[config.mk]
export PLATFORM = sky130hd
export DESIGN_NAME = usc_top
export DESIGN_NICKNAME = d
export VERILOG_FILES = /design/src/core/usc_pkg.sv /design/src/core/usc_stream_if.sv /design/src/core/usc_skid.sv /design/src/core/usc_top.sv
export VERILOG_INCLUDE_DIRS = /design/src /design/src/core
export SDC_FILE = /design/constraint.sdc
export NUM_CORES = 1
export LEC_CHECK = 0
export BUFFER_PORTS_ARGS = -buffer_cell sky130_fd_sc_hd__buf_4
export CORE_UTILIZATION = 45
export CTS_CLUSTER_DIAMETER = 120
export DETAILED_ROUTE_END_ITERATION = 10
export GPL_ROUTABILITY_DRIVEN = 0
export PLACE_DENSITY_LB_ADDON = 0.05
export SLEW_MARGIN = 10
export SYNTH_ARGS = -nofsm -noshare
export SYNTH_HDL_FRONTEND = slang
export SYNTH_SLANG_ARGS = --single-unit
[constraint.sdc]
create_clock -name core_clk -period 6.2 [get_ports core_clk]
set_input_delay 1.24 -clock core_clk [delete_from_list [all_inputs] [get_ports core_clk]]
set_output_delay 1.24 -clock core_clk [all_outputs]
set_load 0.05 [all_outputs]
[src/core/usc_cfg.svh]
`ifndef USC_CFG_SVH
`define USC_CFG_SVH

`define USC_CLK_MHZ         100
`define USC_REF_MHZ         48
`define USC_FLUSH_STEP_US   1000
`define USC_RING_PULSE_US   20000
`define USC_STRAP_CYCLES    4

`define USC_OFF_CTRL        8'h00
`define USC_OFF_BAUD        8'h04
`define USC_OFF_TMO         8'h08
`define USC_OFF_DATA        8'h0c
`define USC_OFF_STAT        8'h10
`define USC_OFF_DESC        8'h14

`define USC_CTRL_BITBANG    0
`define USC_CTRL_PULLDOWN   1
`define USC_CTRL_USB2       2
`define USC_CTRL_WAKE       3
`define USC_CTRL_VALID      4
`define USC_CTRL_DIR_LSB    8

`define USC_BAUD_FRAC_LSB   14
`define USC_RST_CTRL        32'h0000_0000
`define USC_RST_BAUD_N      14'h001a
`define USC_RST_TMO         8'h10

`define USC_BCD_USB11       16'h0110
`define USC_BCD_USB20       16'h0200
`define USC_DIV8_VAL0       17'h00008
`define USC_DIV8_VAL1       17'h0000c

`endif

[src/core/usc_pkg.sv]
package usc_pkg;
  typedef enum logic [0:0] {
    USC_STRAP_WAIT,
    USC_STRAP_RUN
  } usc_strap_e;
  typedef logic [7:0] usc_byte_t;
endpackage

[src/core/usc_stream_if.sv]
`timescale 1ns/1ps
interface usc_stream_if #(parameter int W = 8);
  logic         valid;
  logic         ready;
  logic [W-1:0] data;
  modport src (output valid, output data, input ready);
  modport snk (input valid, input data, output ready);
endinterface

[src/core/usc_skid.sv]
`timescale 1ns/1ps
module usc_skid #(
  parameter int W = 8
) (
  input wire logic    core_clk,
  input wire logic    resetn,
  usc_stream_if.snk   up,
  usc_stream_if.src   dn
);
  logic [W-1:0] mem [2];
  logic         wp;
  logic         rp;
  logic [1:0]   cnt;
  wire          push = up.valid & up.ready;
  wire          pop  = dn.valid & dn.ready;

  // full and empty come straight from the count, so stalls are exact
  assign up.ready = (cnt != 2'h2);
  assign dn.valid = (cnt != 2'h0);
  assign dn.data  = mem[rp];

  always_ff @(posedge core_clk or negedge resetn) begin
    if (!resetn) begin
      wp  <= 1'b0;
      rp  <= 1'b0;
      cnt <= 2'h0;
    end else begin
      if (push) wp <= ~wp;
      if (pop) rp <= ~rp;
      cnt <= cnt + {1'b0, push} - {1'b0, pop};
    end
  end

  always_ff @(posedge core_clk) begin
    if (push) mem[wp] <= up.data;
  end
endmodule // usc_skid

[src/core/usc_top.sv]
`timescale 1ns/1ps
`include "usc_cfg.svh"
// Summary of operation
// - memory pins float in reset; memory clock driven once out of reset
// - pulled-down memory clock at reset selects the alternate product id
// - pulled-down memory select selects 48MHz, open selects 6MHz
// - suspend indicator is low while the link is suspended
// - power enable low after configuration, high again on suspend
// - power source strap level gives bus or self powered mode
// - option pulls uart lines weakly low while power enable is high
// - residual receive data flushed after programmable 1 to 255 ms
// - prescaler divides by n plus eighths, fraction up to 0.875
// - value 1 gives 2 Mbaud, 0 gives 3 Mbaud, no fraction
// - host switches eight uart lines between uart and parallel io
// - parallel io bytes go out one by one at prescaler rate
// - rs485 driver enable stays asserted while sending break
// - only first 64 memory words used; pins free during reset
// - option reports a usb 2.0 descriptor instead of 1.1
// - absent or invalid memory: no serial number, default values
// - x16 oversampling tick derived from 48MHz reference, 14+3 bits
// - 20ms low ring pulse in suspend with wake enabled resumes host
module usc_top #(
  parameter int          MS_CYCLES   = `USC_FLUSH_STEP_US * `USC_CLK_MHZ,
  parameter int          RING_CYCLES = `USC_RING_PULSE_US * `USC_CLK_MHZ,
  parameter logic [15:0] PID_BASE    = 16'h1234, // arbitrary value
  parameter logic [15:0] PID_ALT     = 16'h1235, // arbitrary value
  parameter int          CFG_WORDS   = 64
) (
  input  wire logic        core_clk,
  input  wire logic        resetn,
  input  wire logic        psel,
  input  wire logic        penable,
  input  wire logic        pwrite,
  input  wire logic [7:0]  paddr,
  input  wire logic [31:0] pwdata,
  output logic      [31:0] prdata,
  output logic             pready,
  output logic             pslverr,
  output logic             cfg_mem_clock_o,
  output logic             cfg_mem_clock_oe,
  input  wire logic        cfg_mem_clock_i,
  output logic             cfg_mem_select_o,
  output logic             cfg_mem_select_oe,
  input  wire logic        cfg_mem_select_i,
  output logic             cfg_mem_data_o,
  output logic             cfg_mem_data_oe,
  input  wire logic        cfg_mem_data_i,
  input  wire logic        usb_suspend,
  input  wire logic        usb_configured,
  output logic             sleep_n,
  output logic             power_enable_n,
  input  wire logic        power_source_strap,
  output logic             self_powered,
  output logic             op_clk_48,
  output logic             uart_pulldown,
  input  wire logic        rx_data_pending,
  input  wire logic        rx_activity,
  output logic             rx_flush_req,
  output logic             baud_x16_tick,
  input  wire logic        tx_busy,
  input  wire logic        tx_break,
  output logic             rs485_driver_enable,
  input  wire logic [7:0]  uart_line_o,
  input  wire logic [7:0]  uart_line_oe,
  output logic      [7:0]  line_o,
  output logic      [7:0]  line_oe,
  input  wire logic [7:0]  line_i,
  input  wire logic        ring_indicator_n,
  output logic             remote_wakeup,
  output logic      [15:0] product_id,
  output logic      [15:0] bcd_usb,
  output logic             serial_present,
  output logic      [6:0]  cfg_mem_words
);

  usc_stream_if #(.W(8)) host_s ();
  usc_stream_if #(.W(8)) port_s ();

  usc_skid #(.W(8)) u_buf (
    .core_clk (core_clk),
    .resetn   (resetn),
    .up       (host_s),
    .dn       (port_s)
  );

  logic [31:0]        ctrl;
  logic [13:0]        baud_n;
  logic [2:0]         baud_frac;
  logic [7:0]         tmo;
  usc_pkg::usc_strap_e strap_st;
  logic [2:0]         strap_cnt;
  logic               alt_pid;
  logic [1:0]         sk_sync;
  logic [1:0]         cs_sync;
  logic [1:0]         ps_sync;
  logic [1:0]         ri_sync;
  logic [7:0]         li_meta;
  logic [7:0]         li_sync;
  logic [6:0]         acc48;
  logic [17:0]        bacc;
  logic [31:0]        ms_cnt;
  logic [7:0]         ms_elapsed;
  logic [31:0]        ri_cnt;
  logic               ri_done;
  usc_pkg::usc_byte_t bb_out;

  // apb decode
  wire acc_ph   = psel & penable;
  wire sel_ctrl = (paddr == `USC_OFF_CTRL);
  wire sel_baud = (paddr == `USC_OFF_BAUD);
  wire sel_tmo  = (paddr == `USC_OFF_TMO);
  wire sel_data = (paddr == `USC_OFF_DATA);
  wire sel_stat = (paddr == `USC_OFF_STAT);
  wire sel_desc = (paddr == `USC_OFF_DESC);
  wire mapped   = sel_ctrl | sel_baud | sel_tmo | sel_data | sel_stat
                | sel_desc;
  wire data_wr  = acc_ph & pwrite & sel_data;
  // a data write waits while the buffer is full instead of dropping
  assign pready  = ~(data_wr & ~host_s.ready);
  assign pslverr = acc_ph & ~mapped;
  wire wr_en    = acc_ph & pwrite & pready & mapped;
  assign host_s.valid = data_wr;
  assign host_s.data  = pwdata[7:0];

  wire cfg_ok    = ctrl[`USC_CTRL_VALID];
  wire bitbang   = ctrl[`USC_CTRL_BITBANG];
  wire [7:0] dir = ctrl[`USC_CTRL_DIR_LSB +: 8];
  wire [31:0] stat_word = {25'h0, serial_present, port_s.valid,
                           usb_configured, usb_suspend, self_powered,
                           op_clk_48, alt_pid};
  wire [31:0] rd_word =
    sel_ctrl ? ctrl :
    sel_baud ? {15'h0, baud_frac, baud_n} :
    sel_tmo  ? {24'h0, tmo} :
    sel_data ? {24'h0, li_sync} :
    sel_stat ? stat_word :
    sel_desc ? {bcd_usb, product_id} : 32'h0;

  always_ff @(posedge core_clk or negedge resetn) begin
    if (!resetn) begin
      ctrl      <= `USC_RST_CTRL;
      baud_n    <= `USC_RST_BAUD_N;
      baud_frac <= 3'h0;
      tmo       <= `USC_RST_TMO;
      prdata    <= 32'h0;
    end else begin
      if (psel & ~penable & ~pwrite) prdata <= rd_word;
      if (wr_en & sel_ctrl) ctrl <= pwdata;
      if (wr_en & sel_baud) begin
        baud_n    <= pwdata[13:0];
        baud_frac <= pwdata[`USC_BAUD_FRAC_LSB +: 3];
      end
      if (wr_en & sel_tmo) tmo <= pwdata[7:0];
    end
  end

  // pad synchronisers; first stage feeds only the second
  always_ff @(posedge core_clk or negedge resetn) begin
    if (!resetn) begin
      sk_sync <= 2'h0;
      cs_sync <= 2'h0;
      ps_sync <= 2'h0;
      ri_sync <= 2'h3;
      li_meta <= 8'h0;
      li_sync <= 8'h0;
    end else begin
      sk_sync <= {sk_sync[0], cfg_mem_clock_i};
      cs_sync <= {cs_sync[0], cfg_mem_select_i};
      ps_sync <= {ps_sync[0], power_source_strap};
      ri_sync <= {ri_sync[0], ring_indicator_n};
      li_meta <= line_i;
      li_sync <= li_meta;
    end
  end

  // straps are read after release, while the pads still float pulled up
  wire strap_now = (strap_cnt == 3'(`USC_STRAP_CYCLES));
  always_ff @(posedge core_clk or negedge resetn) begin
    if (!resetn) begin
      strap_st  <= usc_pkg::USC_STRAP_WAIT;
      strap_cnt <= 3'h0;
      alt_pid   <= 1'b0;
      op_clk_48 <= 1'b0;
    end else begin
      unique case (strap_st)
        usc_pkg::USC_STRAP_WAIT: begin
          strap_cnt <= strap_cnt + 3'h1;
          if (strap_now) begin
            alt_pid   <= ~sk_sync[1];
            op_clk_48 <= ~cs_sync[1];
            strap_st  <= usc_pkg::USC_STRAP_RUN;
          end
        end
        usc_pkg::USC_STRAP_RUN: strap_cnt <= strap_cnt;
      endcase
    end
  end

  wire run = (strap_st == usc_pkg::USC_STRAP_RUN);
  // the memory engine sits elsewhere; pins idle low once driven
  assign cfg_mem_clock_o   = 1'b0;
  assign cfg_mem_clock_oe  = run;
  assign cfg_mem_select_o  = 1'b0;
  assign cfg_mem_select_oe = run;
  assign cfg_mem_data_o    = 1'b0;
  assign cfg_mem_data_oe   = 1'b0;
  assign cfg_mem_words     = 7'(CFG_WORDS);

  assign product_id     = alt_pid ? PID_ALT : PID_BASE;
  assign bcd_usb        = (cfg_ok & ctrl[`USC_CTRL_USB2]) ?
                          `USC_BCD_USB20 : `USC_BCD_USB11;
  assign serial_present = cfg_ok;
  assign self_powered   = ps_sync[1];
  assign uart_pulldown  = cfg_ok & ctrl[`USC_CTRL_PULLDOWN]
                        & power_enable_n;

  always_ff @(posedge core_clk or negedge resetn) begin
    if (!resetn) begin
      sleep_n             <= 1'b1;
      power_enable_n      <= 1'b1;
      rs485_driver_enable <= 1'b0;
    end else begin
      sleep_n             <= ~usb_suspend;
      power_enable_n      <= ~(usb_configured & ~usb_suspend);
      rs485_driver_enable <= tx_busy | tx_break;
    end
  end

  // 48MHz reference as a fractional enable on the core clock
  wire [7:0] acc48_sum = {1'b0, acc48} + 8'(`USC_REF_MHZ);
  wire       ref_tick  = (acc48_sum >= 8'(`USC_CLK_MHZ));
  wire [7:0] next_acc48_w = ref_tick ? acc48_sum - 8'(`USC_CLK_MHZ)
                                     : acc48_sum;
  // divisor in eighths of a reference period
  wire [16:0] div8 =
    (baud_n == 14'h0) ? `USC_DIV8_VAL0 :
    (baud_n == 14'h1) ? `USC_DIV8_VAL1 :
    {baud_n, baud_frac};
  wire [17:0] bacc_sum = bacc + 18'h8;
  assign baud_x16_tick = ref_tick & (bacc_sum >= {1'b0, div8});

  always_ff @(posedge core_clk or negedge resetn) begin
    if (!resetn) begin
      acc48 <= 7'h0;
      bacc  <= 18'h0;
    end else begin
      acc48 <= next_acc48_w[6:0];
      if (wr_en & sel_baud) bacc <= 18'h0; // no burst after a smaller divisor
      else if (baud_x16_tick) bacc <= bacc_sum - {1'b0, div8};
      else if (ref_tick) bacc <= bacc_sum;
    end
  end

  // parallel io: one buffered byte per oversampling tick
  assign port_s.ready = bitbang & baud_x16_tick;
  assign line_o  = bitbang ? bb_out : uart_line_o;
  assign line_oe = bitbang ? dir : uart_line_oe;
  always_ff @(posedge core_clk or negedge resetn) begin
    if (!resetn) bb_out <= 8'h0;
    else if (port_s.valid & port_s.ready) bb_out <= port_s.data;
  end

  // flush timer restarts on every received byte
  wire ms_tick   = (ms_cnt == 32'(MS_CYCLES - 1));
  wire [7:0] tmo_eff = (tmo == 8'h0) ? 8'h1 : tmo;
  wire flush_now = rx_data_pending & ms_tick
                 & (ms_elapsed + 8'h1 >= tmo_eff);
  always_ff @(posedge core_clk or negedge resetn) begin
    if (!resetn) begin
      ms_cnt       <= 32'h0;
      ms_elapsed   <= 8'h0;
      rx_flush_req <= 1'b0;
    end else begin
      rx_flush_req <= flush_now;
      if (rx_activity | ~rx_data_pending | flush_now) begin
        ms_cnt     <= 32'h0;
        ms_elapsed <= 8'h0;
      end else if (ms_tick) begin
        ms_cnt     <= 32'h0;
        ms_elapsed <= ms_elapsed + 8'h1;
      end else begin
        ms_cnt <= ms_cnt + 32'h1;
      end
    end
  end

  // ring pulse must be held low the whole time; one wake per pulse
  wire wake_ok = usb_suspend & cfg_ok & ctrl[`USC_CTRL_WAKE];
  wire ri_hit  = (ri_cnt == 32'(RING_CYCLES - 1));
  always_ff @(posedge core_clk or negedge resetn) begin
    if (!resetn) begin
      ri_cnt        <= 32'h0;
      ri_done       <= 1'b0;
      remote_wakeup <= 1'b0;
    end else begin
      remote_wakeup <= 1'b0;
      if (~wake_ok | ri_sync[1]) begin
        ri_cnt  <= 32'h0;
        ri_done <= 1'b0;
      end else if (!ri_done) begin
        ri_cnt <= ri_cnt + 32'h1;
        if (ri_hit) begin
          ri_done       <= 1'b1;
          remote_wakeup <= 1'b1;
        end
      end
    end
  end
endmodule // usc_top

**Yosys cells after proc, flatten, opt, wreduce, memory -nomap -nowiden**

Memory sizes are Yosys's and may differ from the RTL's. A register that Yosys moved wholly into a read port is not among the register bits.
Index checks and enable logic that the tools add are counted.

- Flip-flop bits (word level): 226
- Bits in latches: 0
- RAM bits: 16
- ROM bits: 0
- Input bits: 80
- Logic and storage cells: 142
- Memories kept: 1

- Add/sub/neg operators: 10
- $mul: 0
- Divide/modulo/power cells: 0
- $lt $le $gt $ge: 3
- Equal/unequal tests: 11
- Shifts and indexed selects: 0
- Muxes and demuxes: 33
- Bitwise logic cells: 47
- Reduce and logical (&&, ||, !) cells: 8

Memory list:

| memory | depth | bits a word | rd ports | clocked after memory_dff | wr ports | line | source |
|---|---|---|---|---|---|---|---|
| u_buf.mem | 2 | 8 | 1 | 1 | 1 | usc_skid.sv:10 | `logic [W-1:0] mem [2];` |

Operators by type and width:

| kind | number |
|---|---|
| $mux 32 | 10 |
| $add 32x1->32 const B | 2 |
| $mux 18 | 3 |
| $mux 8 | 5 |
| $mux 17 | 2 |
| $eq 32x17->1 const B | 1 |
| $eq 32x21->1 const B | 1 |
| $and 1x1->1 | 24 |
| $add 18x4->18 const B | 1 |
| $ge 18x17->1 | 1 |
| $sub 18x17->18 | 1 |
| $eq 8x4->1 const B | 2 |
| $eq 8x5->1 const B | 2 |
| $logic_not 8->1 | 2 |
| $eq 14x1->1 const B | 1 |
| $logic_not 14->1 | 1 |
| $not 1->1 | 14 |
| $mux 1 | 10 |
| $mux 10 | 1 |
| $or 1x1->1 | 9 |
| $add 7x6->8 const B | 1 |
| $add 8x1->8 const B | 1 |
| $eq 8x3->1 const B | 1 |
| $ge 8x7->1 const B | 1 |
| other kinds (14) | 15 |

**Depth between registers and ports, before layout**

Gate-level depths: netlist of the first run.

- Word-level depth: 9
- Gate-level depth with buffers: 20
- Depth with buffers taken out: 19

**By module**

A second synthesis of the first run with hierarchy kept.

- Cells, all modules: 1218
- Area, all modules: 12558.3 sq um

Modules (own cells, without submodules):

| module | times used | cells an instance | area an instance (sq um) | seq. area each (sq um) |
|---|---|---|---|---|
| usc_top | 1 | 1176 | 11783.8 | 5715.5 |
| usc_skid | 1 | 42 | 774.5 | 580.6 |

**Least setup slack after synthesis of the first run**

Ideal clock, no wire load.

- Kind: register to output
- From: register bacc[3]
- To: output port baud_x16_tick
- Arrival: 3.292 ns
- Data required time: 4.960 ns
- Path slack: 1.668 ns
- Stages on the path, launching flop included: 13
- Cells stage by stage: dfrtp_1 > ha_1 > nand4_1 > or2_2 > xnor2_1 > ha_1 > a21o_2 > a311o_1 > a32o_1 > or4_1 > buf_6 > nand2_8 > inv_1

- Word-level cells in the longest chain between the ends: 3

Ends and longest elaborated chain:

| what | line | source |
|---|---|---|
| from (decl) | usc_top.sv:100 | `logic [17:0] bacc;` |
| from (signal assigned) | usc_top.sv:249 | `else if (baud_x16_tick) bacc <= bacc_sum - {1'b0, div8};` |
| from (signal assigned) | usc_top.sv:250 | `else if (ref_tick) bacc <= bacc_sum;` |
| $add 18x4->18 | usc_top.sv:239 | `wire [17:0] bacc_sum = bacc + 18'h8;` |
| $ge 18x17->1 | usc_top.sv:240 | `assign baud_x16_tick = ref_tick & (bacc_sum >= {1'b0, div8});` |
| $and 1x1->1 | usc_top.sv:240 |  |
| to (decl) | usc_top.sv:59 | `output logic baud_x16_tick,` |

Every way passes these cells.

**Worst setup path in the final report of the first run**

- From: register bacc[5]
- To: output port baud_x16_tick

The elaborated chain is that of the path after synthesis.

==> out/results.txt, run 1 <==
# DRC = 0
Grt total ovfl = 0
Setup total negative slack = 0 ns
Worst Hold Class = reg -> reg
Area of the mapped netlist = 0.0128 mm^2
Worst reg2reg endpoint = u_buf.cnt[1]$_DFF_PN0_
Hold Fails Final Rpt = 0
Largest net degree at the start of global routing = 123
Yosys reg bits = 248
Port bufs = 144
CTS root buffer = clkbuf_16
Logic gate share of total power = 11.4%
Max Fclk = 0.175 GHz
WS Path Type = reg -> out
Pins Over Slew Limit = 0
Antenna violations before repair = 1
Die H = 170 um
First-pass GRT wire length = 47,600 um
Share of cells above drive strength 1 = 21.4%
Synth warnings = 0
Cts hold-fix bufs = 0
Most common cell in the netlist = dfrtp_1
Most area-hungry cell type in the Yosys netlist = dfrtp_1
RSZ-0062 raised after global routing = no
Vias in the first global route = 8,831
Starting Density = 45.8%
Number of buffers created by CTS = 28
Max Clock Skew = 0.0118 ns
Crit path capture = baud_x16_tick
Async set or reset register ratio after synthesis = 93.5%
Clock sinks = 248
CP dominant cell by count = nand3_1
Sw frac = 25.2%
# setup viols final = 0
DRT Wirelength = 30,000 um
Synth cell count leaders = 224 x dfrtp_1, 118 x nand2_1, 108 x nor2_1
Area share of the largest cell type after synthesis = 43.9%
Core Footprint = 0.0279 mm^2
Pwr dens = 262 mW/mm^2
Skew-Pair Late Insertion Delay = 0.54 ns
Status = completed
Sequential element share of the synthesized area = 49.3%
CTS resizes = 0
Crit share post-route = 92.2%
CTS tree = done
Origin of the worst setup path = bacc[5]$_DFFE_PN0P_
Post-synth EDFFs = 16
Cell variety after synth = 75
Full die area = 0.0291 mm^2
Top cells by area, synth = dfrtp_1 44%, mux2_2 5.2%, xor2_1 4.2%
GRT Total Usage = 20.9%
Clk pwr share = 45.1%
Slew @ Worst Pin = 1.09 ns
H-tree lvl count = 1
Flop pwr share = 43.5%
Minimum clock period = 5.72 ns
Initial DRT Pass Iterations = 5
IO Pins = 185
Detail Route Antenna Nets = 0
Slowest-stage cell, CP = or4_1
Startpoint types = register
Routed WL per cell = 17.0 um
Synth Flop Type = dfrtp_1
Leak = 7.07 nW
Reg2reg setup slack = 1.63 ns
Post-DR vias/cell = 5.27
Post-CTS setup buffers = 0
Slew headroom = 27.6%
Site Rows = 61
Reg2reg path depth = 17
Clock Pin Slew Worst Setup and Hold Paths = 0.06 ns
MaxCap Viol Count = 0
Vias = 9,295
Psw = 0.994 mW
Initial drt markers = 580
Half-perimeter wire length after placement = 21,400 um
Critical Path Fanout Max = 6
Int Pwr = 2.95 mW
Worst path cell trace = nand3_1 > nor3_1 > nand2_1 > or3_1 > xnor2_1 > ha_1 > nand3_1 > nor2_1 > a32o_1 > or4_1 > nand2_8 > inv_1 > buf_4
Syn avg cell area = 10.4 um^2
Layout Cells excl Fill = 1,765
Cells after synthesis = 1,230
Critical Path AT = 4.48 ns
CP endpoint kind = primary output
Nets = 1,484
Max incr delay on CP = 0.63 ns
Layout Area Growth over Synthesis = 17.9%
VDD IR-drop max = 0.191 mV
Worst reg2reg startpoint = bacc[5]$_DFFE_PN0P_
DP Cell Count = 1,713
Die Wd = 170 um
CP Data Required Time = 4.96 ns
Bufs on Longest Clock Path = 3
[area by class of cell]
cell class | instances | area, um^2
Inverter | 45 | 169
Fill cell | 2498 | 12800
Sequential cell | 248 | 6300
Antenna cell | 1 | 2.50
Clock buffer | 38 | 810
Tap cell | 378 | 473
Multi-Input combinational cell | 889 | 5930
Timing Repair Buffer | 153 | 1170
Clock inverter | 13 | 200
[critical path, delay by kind of cell (launching register included)]
family	cells	cell delay (ns)
compound gates	1	0.26
flops	1	0.45
fa+ha+maj	1	0.31
buf+inv	2	0.39
simple gates	8	2.27
xor+xnor	1	0.25
[sequential cells by signal, summed over array words and instances, names as in the netlist, 14 cells and up]
register / flops
u_buf.mem: 16
prdata: 32
ctrl: 32
ms_cnt: 32
baud_n: 14
ri_cnt: 32
bacc: 18
[cell families after synthesis]
group / after synthesis / synth area share, %
AND/OR/NAND/NOR: 414 / 16.2
AO/OA/AOI/OAI: 208 / 10.3
adder cells (fa/ha/maj): 39 / 3.88
multiplexers: 87 / 7.81
buffers and inverters: 130 / 5.50
other: 2 / 0.0588
XOR/XNOR: 102 / 7.00
flip-flops: 248 / 49.3
[cell usage in the layout, fill, tap and decap left out, types with 5 or more instances in the layout]
master     synthesis  layout
dfrtp_1          224     224
buf_4             46     151
nand2_1          118     118
nor2_1           108     108
o21ai_0           76      76
xor2_1            61      61
mux2_2            59      59
inv_1             45      45
a21oi_1           45      45
nand3_1           41      41
xnor2_1           41      41
conb_1             2      39
ha_1              38      38
clkbuf_16          0      29
nand4_1           23      23
a21o_1            21      21
and3_1            19      19
mux2i_1           19      19
edfxtp_1          16      16
a22o_1            14      14
nor3_1            14      13
nor4_1            13      13
nor2b_1           11      11
or3_1             11      11
and2_1             8       8
nand2b_1           8       8
and4_1             8       8
mux2_4             8       8
dfstp_2            8       8
a211oi_1           7       7
a221oi_1           6       6
or2_2              5       5
or4_1              5       5
nor4b_1            5       5
o21a_1             5       5
a31oi_1            5       5
clkbuf_8           2       5
bufinv_16          0       5
[power groups by stage]
stage               combinational, mW  sequential, mW  clock, mW
floorplan                       0.314            1.75          0
global placement                0.449            1.75          0
detailed placement              0.449            1.75          0
CTS                             0.452            1.72       1.82
global route                    0.495            1.73       1.89
finish                          0.450            1.72       1.78
[per-layer routing]
| metal | share of wire, % | GRT usage, % | up-vias |
|---|---|---|---|
| met5 | 0 | 0 | - |
| met4 | 1.5 | 3.96 | 0 |
| met3 | 5.2 | 3.00 | 32 |
| met2 | 46 | 32.8 | 210 |
| met1 | 48 | 30.7 | 4540 |
| li1 | - | - | 4513 |
[per-stage QoR]
step	hold slack, ns	utilization (%)	cell area (um^2)	setup WS, ns	total power, mW
after global routing	0.355	54.0	15000	0.182	4.11
after detailed placement	0.335	50.4	14000	1.05	2.20
after CTS	0.348	54.0	15000	0.469	4.00
after floorplan	0.331	-	12900	1.67	2.06
final	0.347	54.0	15100	0.482	3.95
after global placement	0.333	50.4	14000	1.05	2.20
[worst min path at each step]
stage,slack [ns],cells past startpoint,end,from
floorplan,0.33,0,cs_sync[1]$_DFF_PN0_,cs_sync[0]$_DFF_PN0_
global placement,0.33,0,li_sync[5]$_DFF_PN0_,li_meta[5]$_DFF_PN0_
detailed placement,0.33,0,li_sync[2]$_DFF_PN0_,li_meta[2]$_DFF_PN0_
CTS,0.35,0,sk_sync[1]$_DFF_PN0_,sk_sync[0]$_DFF_PN0_
global route,0.35,0,li_sync[3]$_DFF_PN0_,li_meta[3]$_DFF_PN0_
finish,0.35,0,li_sync[2]$_DFF_PN0_,li_meta[2]$_DFF_PN0_
No activity file was read; power rests on OpenSTA's default activity.
==> run 2: changes to the inputs <==
--- a/config.mk
+++ b/config.mk
@@ -7,7 +7,7 @@
 export NUM_CORES = 1
 export LEC_CHECK = 0
 export BUFFER_PORTS_ARGS = -buffer_cell sky130_fd_sc_hd__buf_4
-export CORE_UTILIZATION = 45
+export CORE_UTILIZATION = 62
 export CTS_CLUSTER_DIAMETER = 120
 export DETAILED_ROUTE_END_ITERATION = 10
 export GPL_ROUTABILITY_DRIVEN = 0
==> run 2 against run 1 <==
Final cell count is 6.3% lower; worst hold slack better by 0.00056 ns; fmax is 1.6% lower; critical path depth is 1 higher; non-clock buffer count is 1 higher; sequential share of layout area is 0.61 points higher; combinational power hardly changed; critical path type unchanged; clock-buffer cell count is 8 lower; sequential power hardly changed; cell area is 1.4% lower; clock skew is 0.025 ns higher; via count is 2.2% higher.
==> out/results.txt, run 2 (synthesis results as in run 1) <==
Post-route cell area = 0.0148 mm^2
Largest net degree at the start of global routing = 149
Clock Pin Slew Worst Setup and Hold Paths = 0.07 ns
Placed instance area = 0.0139 mm^2
Logic gate share of total power = 11.7%
H-tree lvl count = 1
Post-CTS setup buffers = 0
Pins Over Slew Limit = 0
Most frequent cells in the layout = 224 x dfrtp_1, 152 x buf_4, 118 x nand2_1, 108 x nor2_1, 76 x o21ai_0
# DRC = 0
Layout Cells excl Fill = 1,654
Critical Path Fanout Max = 6
Detail Route Antenna Nets = 0
CP endpoint kind = primary output
Minimum clock period = 5.81 ns
Number of buffers created by CTS = 26
Antenna violations before repair = 0
# fillers = 1,495
MaxCap Viol Count = 0
Initial DRT Pass Iterations = 6
Setup total negative slack = 0 ns
CTS tree = done
Bufs on Longest Clock Path = 3
Post-DR vias/cell = 5.74
VDD IR-drop max = 0.224 mV
Skew-Pair Late Insertion Delay = 0.54 ns
DRT Wirelength = 28,800 um
Share of cells above drive strength 1 = 21.2%
Origin of the worst setup path = baud_n[12]$_DFFE_PN0P_
Full die area = 0.0212 mm^2
Core Footprint = 0.0202 mm^2
Worst Hold Class = reg -> reg
Vias in the first global route = 9,295
DP Cell Count = 1,606
Initial drt markers = 570
Int Pwr = 2.85 mW
Hold Fails Final Rpt = 0
Port bufs = 144
Flop pwr share = 45.0%
Half-perimeter wire length after placement = 20,000 um
CTS resizes = 0
Cts hold-fix bufs = 0
Vias = 9,497
Grt total ovfl = 0
Clk pwr share = 43.3%
Worst reg2reg startpoint = baud_n[12]$_DFFE_PN0P_
First-pass GRT wire length = 47,500 um
Sw frac = 25.5%
CP Data Required Time = 4.96 ns
Leak = 7.03 nW
Max Fclk = 0.172 GHz
Slew @ Worst Pin = 1.01 ns
Site Rows = 52
Slew headroom = 32.3%
# setup viols final = 0
Startpoint types = register
Crit share post-route = 93.7%
Psw = 0.976 mW
IO Pins = 185
Layout Area Growth over Synthesis = 16.1%
Most common cell after layout, fill and taps aside = dfrtp_1
Starting Density = 63.1%
N_diodes = 0
Nets = 1,483
HP Start = sk_sync[0]$_DFF_PN0_
Status = completed
Max Clock Skew = 0.0363 ns
Die Wd = 146 um
PnR Total Power = 3.82 mW
Clock sinks = 248
Die H = 146 um
Critical Path AT = 4.57 ns
GRT Total Usage = 27.9%
RSZ-0062 raised after global routing = no
WS Path Type = reg -> out
CTS root buffer = clkbuf_16
Worst Hold Margin = 0.347 ns
Routed WL per cell = 17.4 um
Pwr dens = 258 mW/mm^2
[run 2: final cells by class]
cell class / count / area, um^2 / share of cell area, %
clock buffer: 30 / 686 / 4.62
clock inverter: 18 / 241 / 1.63
inverter: 45 / 169 / 1.14
multi-input combinational: 889 / 5930 / 40.0
sequential: 248 / 6300 / 42.4
tap: 270 / 338 / 2.28
timing repair buffer: 154 / 1180 / 7.93
[run 2: final timing paths]
check                                         endpoint  slack, ns  depth (start not counted)
worst min register to register    sk_sync[1]$_DFF_PN0_       0.35                          0
worst max register to register  u_buf.cnt[1]$_DFF_PN0_       1.53                         18
worst min-delay path              sk_sync[1]$_DFF_PN0_       0.35                          0
max in group asynchronous          bacc[1]$_DFFE_PN0P_       4.28                          2
worst max-delay path                     baud_x16_tick       0.39                         14
min in group asynchronous         bacc[13]$_DFFE_PN0P_       0.69                          1
[run 2: power by group through the flow]
stage | Combinational, mW | Clock, mW | Sequential [mW]
after global placement | 0.438 | 0 | 1.75
after global routing | 0.491 | 1.74 | 1.72
after detailed placement | 0.441 | 0 | 1.75
after floorplan | 0.314 | 0 | 1.75
after CTS | 0.448 | 1.68 | 1.72
final | 0.448 | 1.65 | 1.72
[run 2: worst max-delay path: stages (launching register included)]
cell      delay, ns
dfrtp_1        0.39
inv_1          0.11
nand4_1        0.18
nor4_1         0.46
nand4_1        0.34
nor2b_1        0.23
ha_1           0.34
and3_1         0.23
a221oi_1       0.28
buf_4          0.18
a211oi_1       0.10
or4_1          0.65
nand2_8        0.15
inv_1          0.15
buf_4          0.23
[run 2: per-stage QoR]
| step | utilization [%] | setup slack [ns] |
|---|---|---|
| after floorplan | - | 1.67 |
| after global placement | 68.7 | 1.11 |
| after detailed placement | 68.7 | 1.04 |
| after CTS | 73.3 | 0.440 |
| after global routing | 73.3 | 0.0625 |
| final | 73.3 | 0.390 |
[run 2: layer usage]
layer | part of all wire, % | GRT usage, %
met2 | 47 | 44.0
met3 | 6.3 | 5.36
met1 | 44 | 39.3
met4 | 2.6 | 8.68
met5 | 0 | 0
==> run 3: changes to the inputs <==
--- a/config.mk
+++ b/config.mk
@@ -7,6 +7,7 @@
 export NUM_CORES = 1
 export LEC_CHECK = 0
 export BUFFER_PORTS_ARGS = -buffer_cell sky130_fd_sc_hd__buf_4
+export CAP_MARGIN = 25
 export CORE_UTILIZATION = 62
 export CTS_CLUSTER_DIAMETER = 120
 export DETAILED_ROUTE_END_ITERATION = 10
@@ -15,4 +16,5 @@
 export SLEW_MARGIN = 10
 export SYNTH_ARGS = -nofsm -noshare
 export SYNTH_HDL_FRONTEND = slang
+export SYNTH_HIERARCHICAL = 1
 export SYNTH_SLANG_ARGS = --single-unit
==> constraint.sdc (replaced) <==
create_clock -name core_clk -period 7.05 [get_ports core_clk]
set_input_delay 1.41 -clock core_clk [delete_from_list [all_inputs] [get_ports core_clk]]
set_output_delay 1.41 -clock core_clk [all_outputs]
set_load 0.05 [all_outputs]
==> run 3 against run 2 <==
First-iteration DRC count shrank 28%; combinational power rose by 66%; sequential share of layout area up 1.0 points; synthesized area is 1.7% lower; setup slack improved by 0.90 ns; cell area fell by 2.3%; synthesized cell count fell by 0.98%; core utilization increased by 0.41 points; global-route usage fell by 1.7 points; final cell count down 1.2%; critical path type unchanged; critical endpoint unchanged; largest power group unchanged; highest routed layer unchanged.
==> out/results.txt, run 3 <==
Status = completed
Most common cell after layout, fill and taps aside = dfrtp_1
Setup total negative slack = 0 ns
Nets = 1,468
Max Clock Skew = 0.0151 ns
Skew-Pair Late Insertion Delay = 0.54 ns
# DRC = 0
Clock Pin Slew Worst Setup and Hold Paths = 0.06 ns
Largest net degree at the start of global routing = 114
Leak = 6.90 nW
WS Path Type = reg -> out
GR peak layer = met2
Multi-input gate area = 0.00571 mm^2
Area share of the largest cell type after synthesis = 44.6%
Half-perimeter wire length after placement = 19,200 um
Critical Path AT = 4.35 ns
Post-CTS setup buffers = 0
Place WS = 1.93 ns
Pwr dens = 248 mW/mm^2
Die Wd = 144 um
Startpoint types = register
Layout Area Growth over Synthesis = 15.4%
Full die area = 0.0208 mm^2
Critical Path Fanout Max = 16
Pins Over Slew Limit = 0
Cells after synthesis = 1,218
VDD IR-drop max = 0.219 mV
Sequential element share of the synthesized area = 50.1%
Reg area = 0.00630 mm^2
Synth Flop Type = dfrtp_1
Cell variety after synth = 64
Initial DRT Pass Iterations = 5
Placed instance area = 0.0137 mm^2
Post-DR vias/cell = 5.59
Synth warnings = 6
CTS root buffer = clkbuf_16
Most common cell in the netlist = dfrtp_1
Site Rows = 51
Most frequent cells in the layout = 224 x dfrtp_1, 152 x buf_4, 126 x nand2_1, 106 x nor2_1, 63 x o21ai_0
H-tree lvl count = 1
Die H = 144 um
Cts hold-fix bufs = 0
Post-synth EDFFs = 16
Async set or reset register ratio after synthesis = 93.5%
Vias in the first global route = 8,663
Grt met2 use = 43.5%
MaxCap Viol Count = 0
Clock sinks = 248
Initial drt markers = 411
Syn avg cell area = 10.3 um^2
Core Footprint = 0.0197 mm^2
Crit share post-route = 81.7%
Yosys reg bits = 248
Share of cells above drive strength 1 = 19.8%
CTS tree = done
CP Data Required Time = 5.64 ns
Final worst slack = 1.29 ns
Antenna violations before repair = 0
Hold Fails Final Rpt = 0
Starting Density = 63.9%
Bufs on Longest Clock Path = 3
# fillers = 1,456
First-pass GRT wire length = 42,900 um
Vias = 9,141
Post-route cell area = 0.0145 mm^2
IO Pins = 185
Slew headroom = 37.0%
CTS resizes = 0
Number of buffers created by CTS = 26
Synth cell count leaders = 224 x dfrtp_1, 126 x nand2_1, 106 x nor2_1
GRT Total Usage = 26.2%
Detail Route Antenna Nets = 0
# setup viols final = 0
Routed WL per cell = 16.5 um
Slew @ Worst Pin = 0.944 ns
Port bufs = 144
CP endpoint kind = primary output
RSZ-0062 raised after global routing = no
Met3 global-route usage = 3.87%
N_diodes = 0
Area of the mapped netlist = 0.0126 mm^2
Grt total ovfl = 0
Met1 Use GR = 35.2%
DRT Wirelength = 26,900 um
Most area-hungry cell type in the Yosys netlist = dfrtp_1
Max Fclk = 0.174 GHz
Top cells by area, synth = dfrtp_1 45%, mux2_2 5.5%, xor2_1 4.0%
Minimum clock period = 5.76 ns
Worst Hold Class = reg -> reg
==> run 3: cell families after synthesis <==
kind of cell | synth area share (%)
buffers and inverters | 5.56
muxes | 8.10
other | 0.0598
adders and majority gates | 3.95
and+or+nand+nor | 15.8
DFF | 50.1
AOI/OAI and AO/OA | 9.50
xor gates and xnor gates | 6.90
==> run 3: critical path, stage by stage (launching register included) <==
cell,delay [ns]
dfrtp_1,0.37
inv_1,0.12
nand4_1,0.10
nor4_1,0.33
nand4_1,0.25
and2_1,0.23
ha_1,0.21
fa_1,0.42
nor2b_1,0.18
o2111ai_1,0.14
nand4_1,0.17
a21oi_1,0.12
o211a_1,0.45
nor2_2,0.43
buf_4,0.28
==> run 3: routing by layer <==
layer  wire (um)  vias to the layer above
li1            -                     4395
met4         744                        0
met1       11600                     4419
met5           0                        -
met2       13100                      264
met3        1480                       63
==> run 3: through the flow <==
| stage | total power, mW | hold WS [ns] | utilization [%] | cells |
|---|---|---|---|---|
| 2_1_floorplan | 2.14 | 0.331 | - | 1255 |
| 3_3_place_gp | 2.31 | 0.331 | 69.6 | 1586 |
| 3_5_place_dp | 2.32 | 0.335 | 69.6 | 1586 |
| 4_1_cts | 3.62 | 0.348 | 73.7 | 1634 |
| 5_1_grt | 3.77 | 0.351 | 73.7 | 1634 |
| 6_report | 3.60 | 0.347 | 73.7 | 1634 |
==> run 3: final cells by class <==
class	instances	share of cell area, %
tap	265	2.29
clock buffer	44	5.16
inverter	51	1.32
sequential	248	43.5
clock inverter	4	0.389
multi-input combinational	869	39.4
timing repair buffer	153	7.98
==> run 3: path summary, 6_finish.rpt <==
check	slack, ns	from	cells after the start	end
worst max-delay path	1.29	baud_n[12]$_DFFE_PN0P_	14	baud_x16_tick
worst min-delay path	0.35	li_meta[6]$_DFF_PN0_	0	li_sync[6]$_DFF_PN0_
worst max register to register	2.44	bacc[3]$_DFFE_PN0P_	18	u_buf/cnt[1]$_DFF_PN0_
worst min register to register	0.35	li_meta[6]$_DFF_PN0_	0	li_sync[6]$_DFF_PN0_
max in group asynchronous	4.61	resetn	2	baud_n[2]$_DFFE_PN0P_
min in group asynchronous	0.91	resetn	1	bacc[13]$_DFFE_PN0P_
==> run 3: power breakdown <==
part           internal (mW)  switching, mW
clock network          0.756          0.537
registers               1.50         0.0589
logic                  0.287          0.458
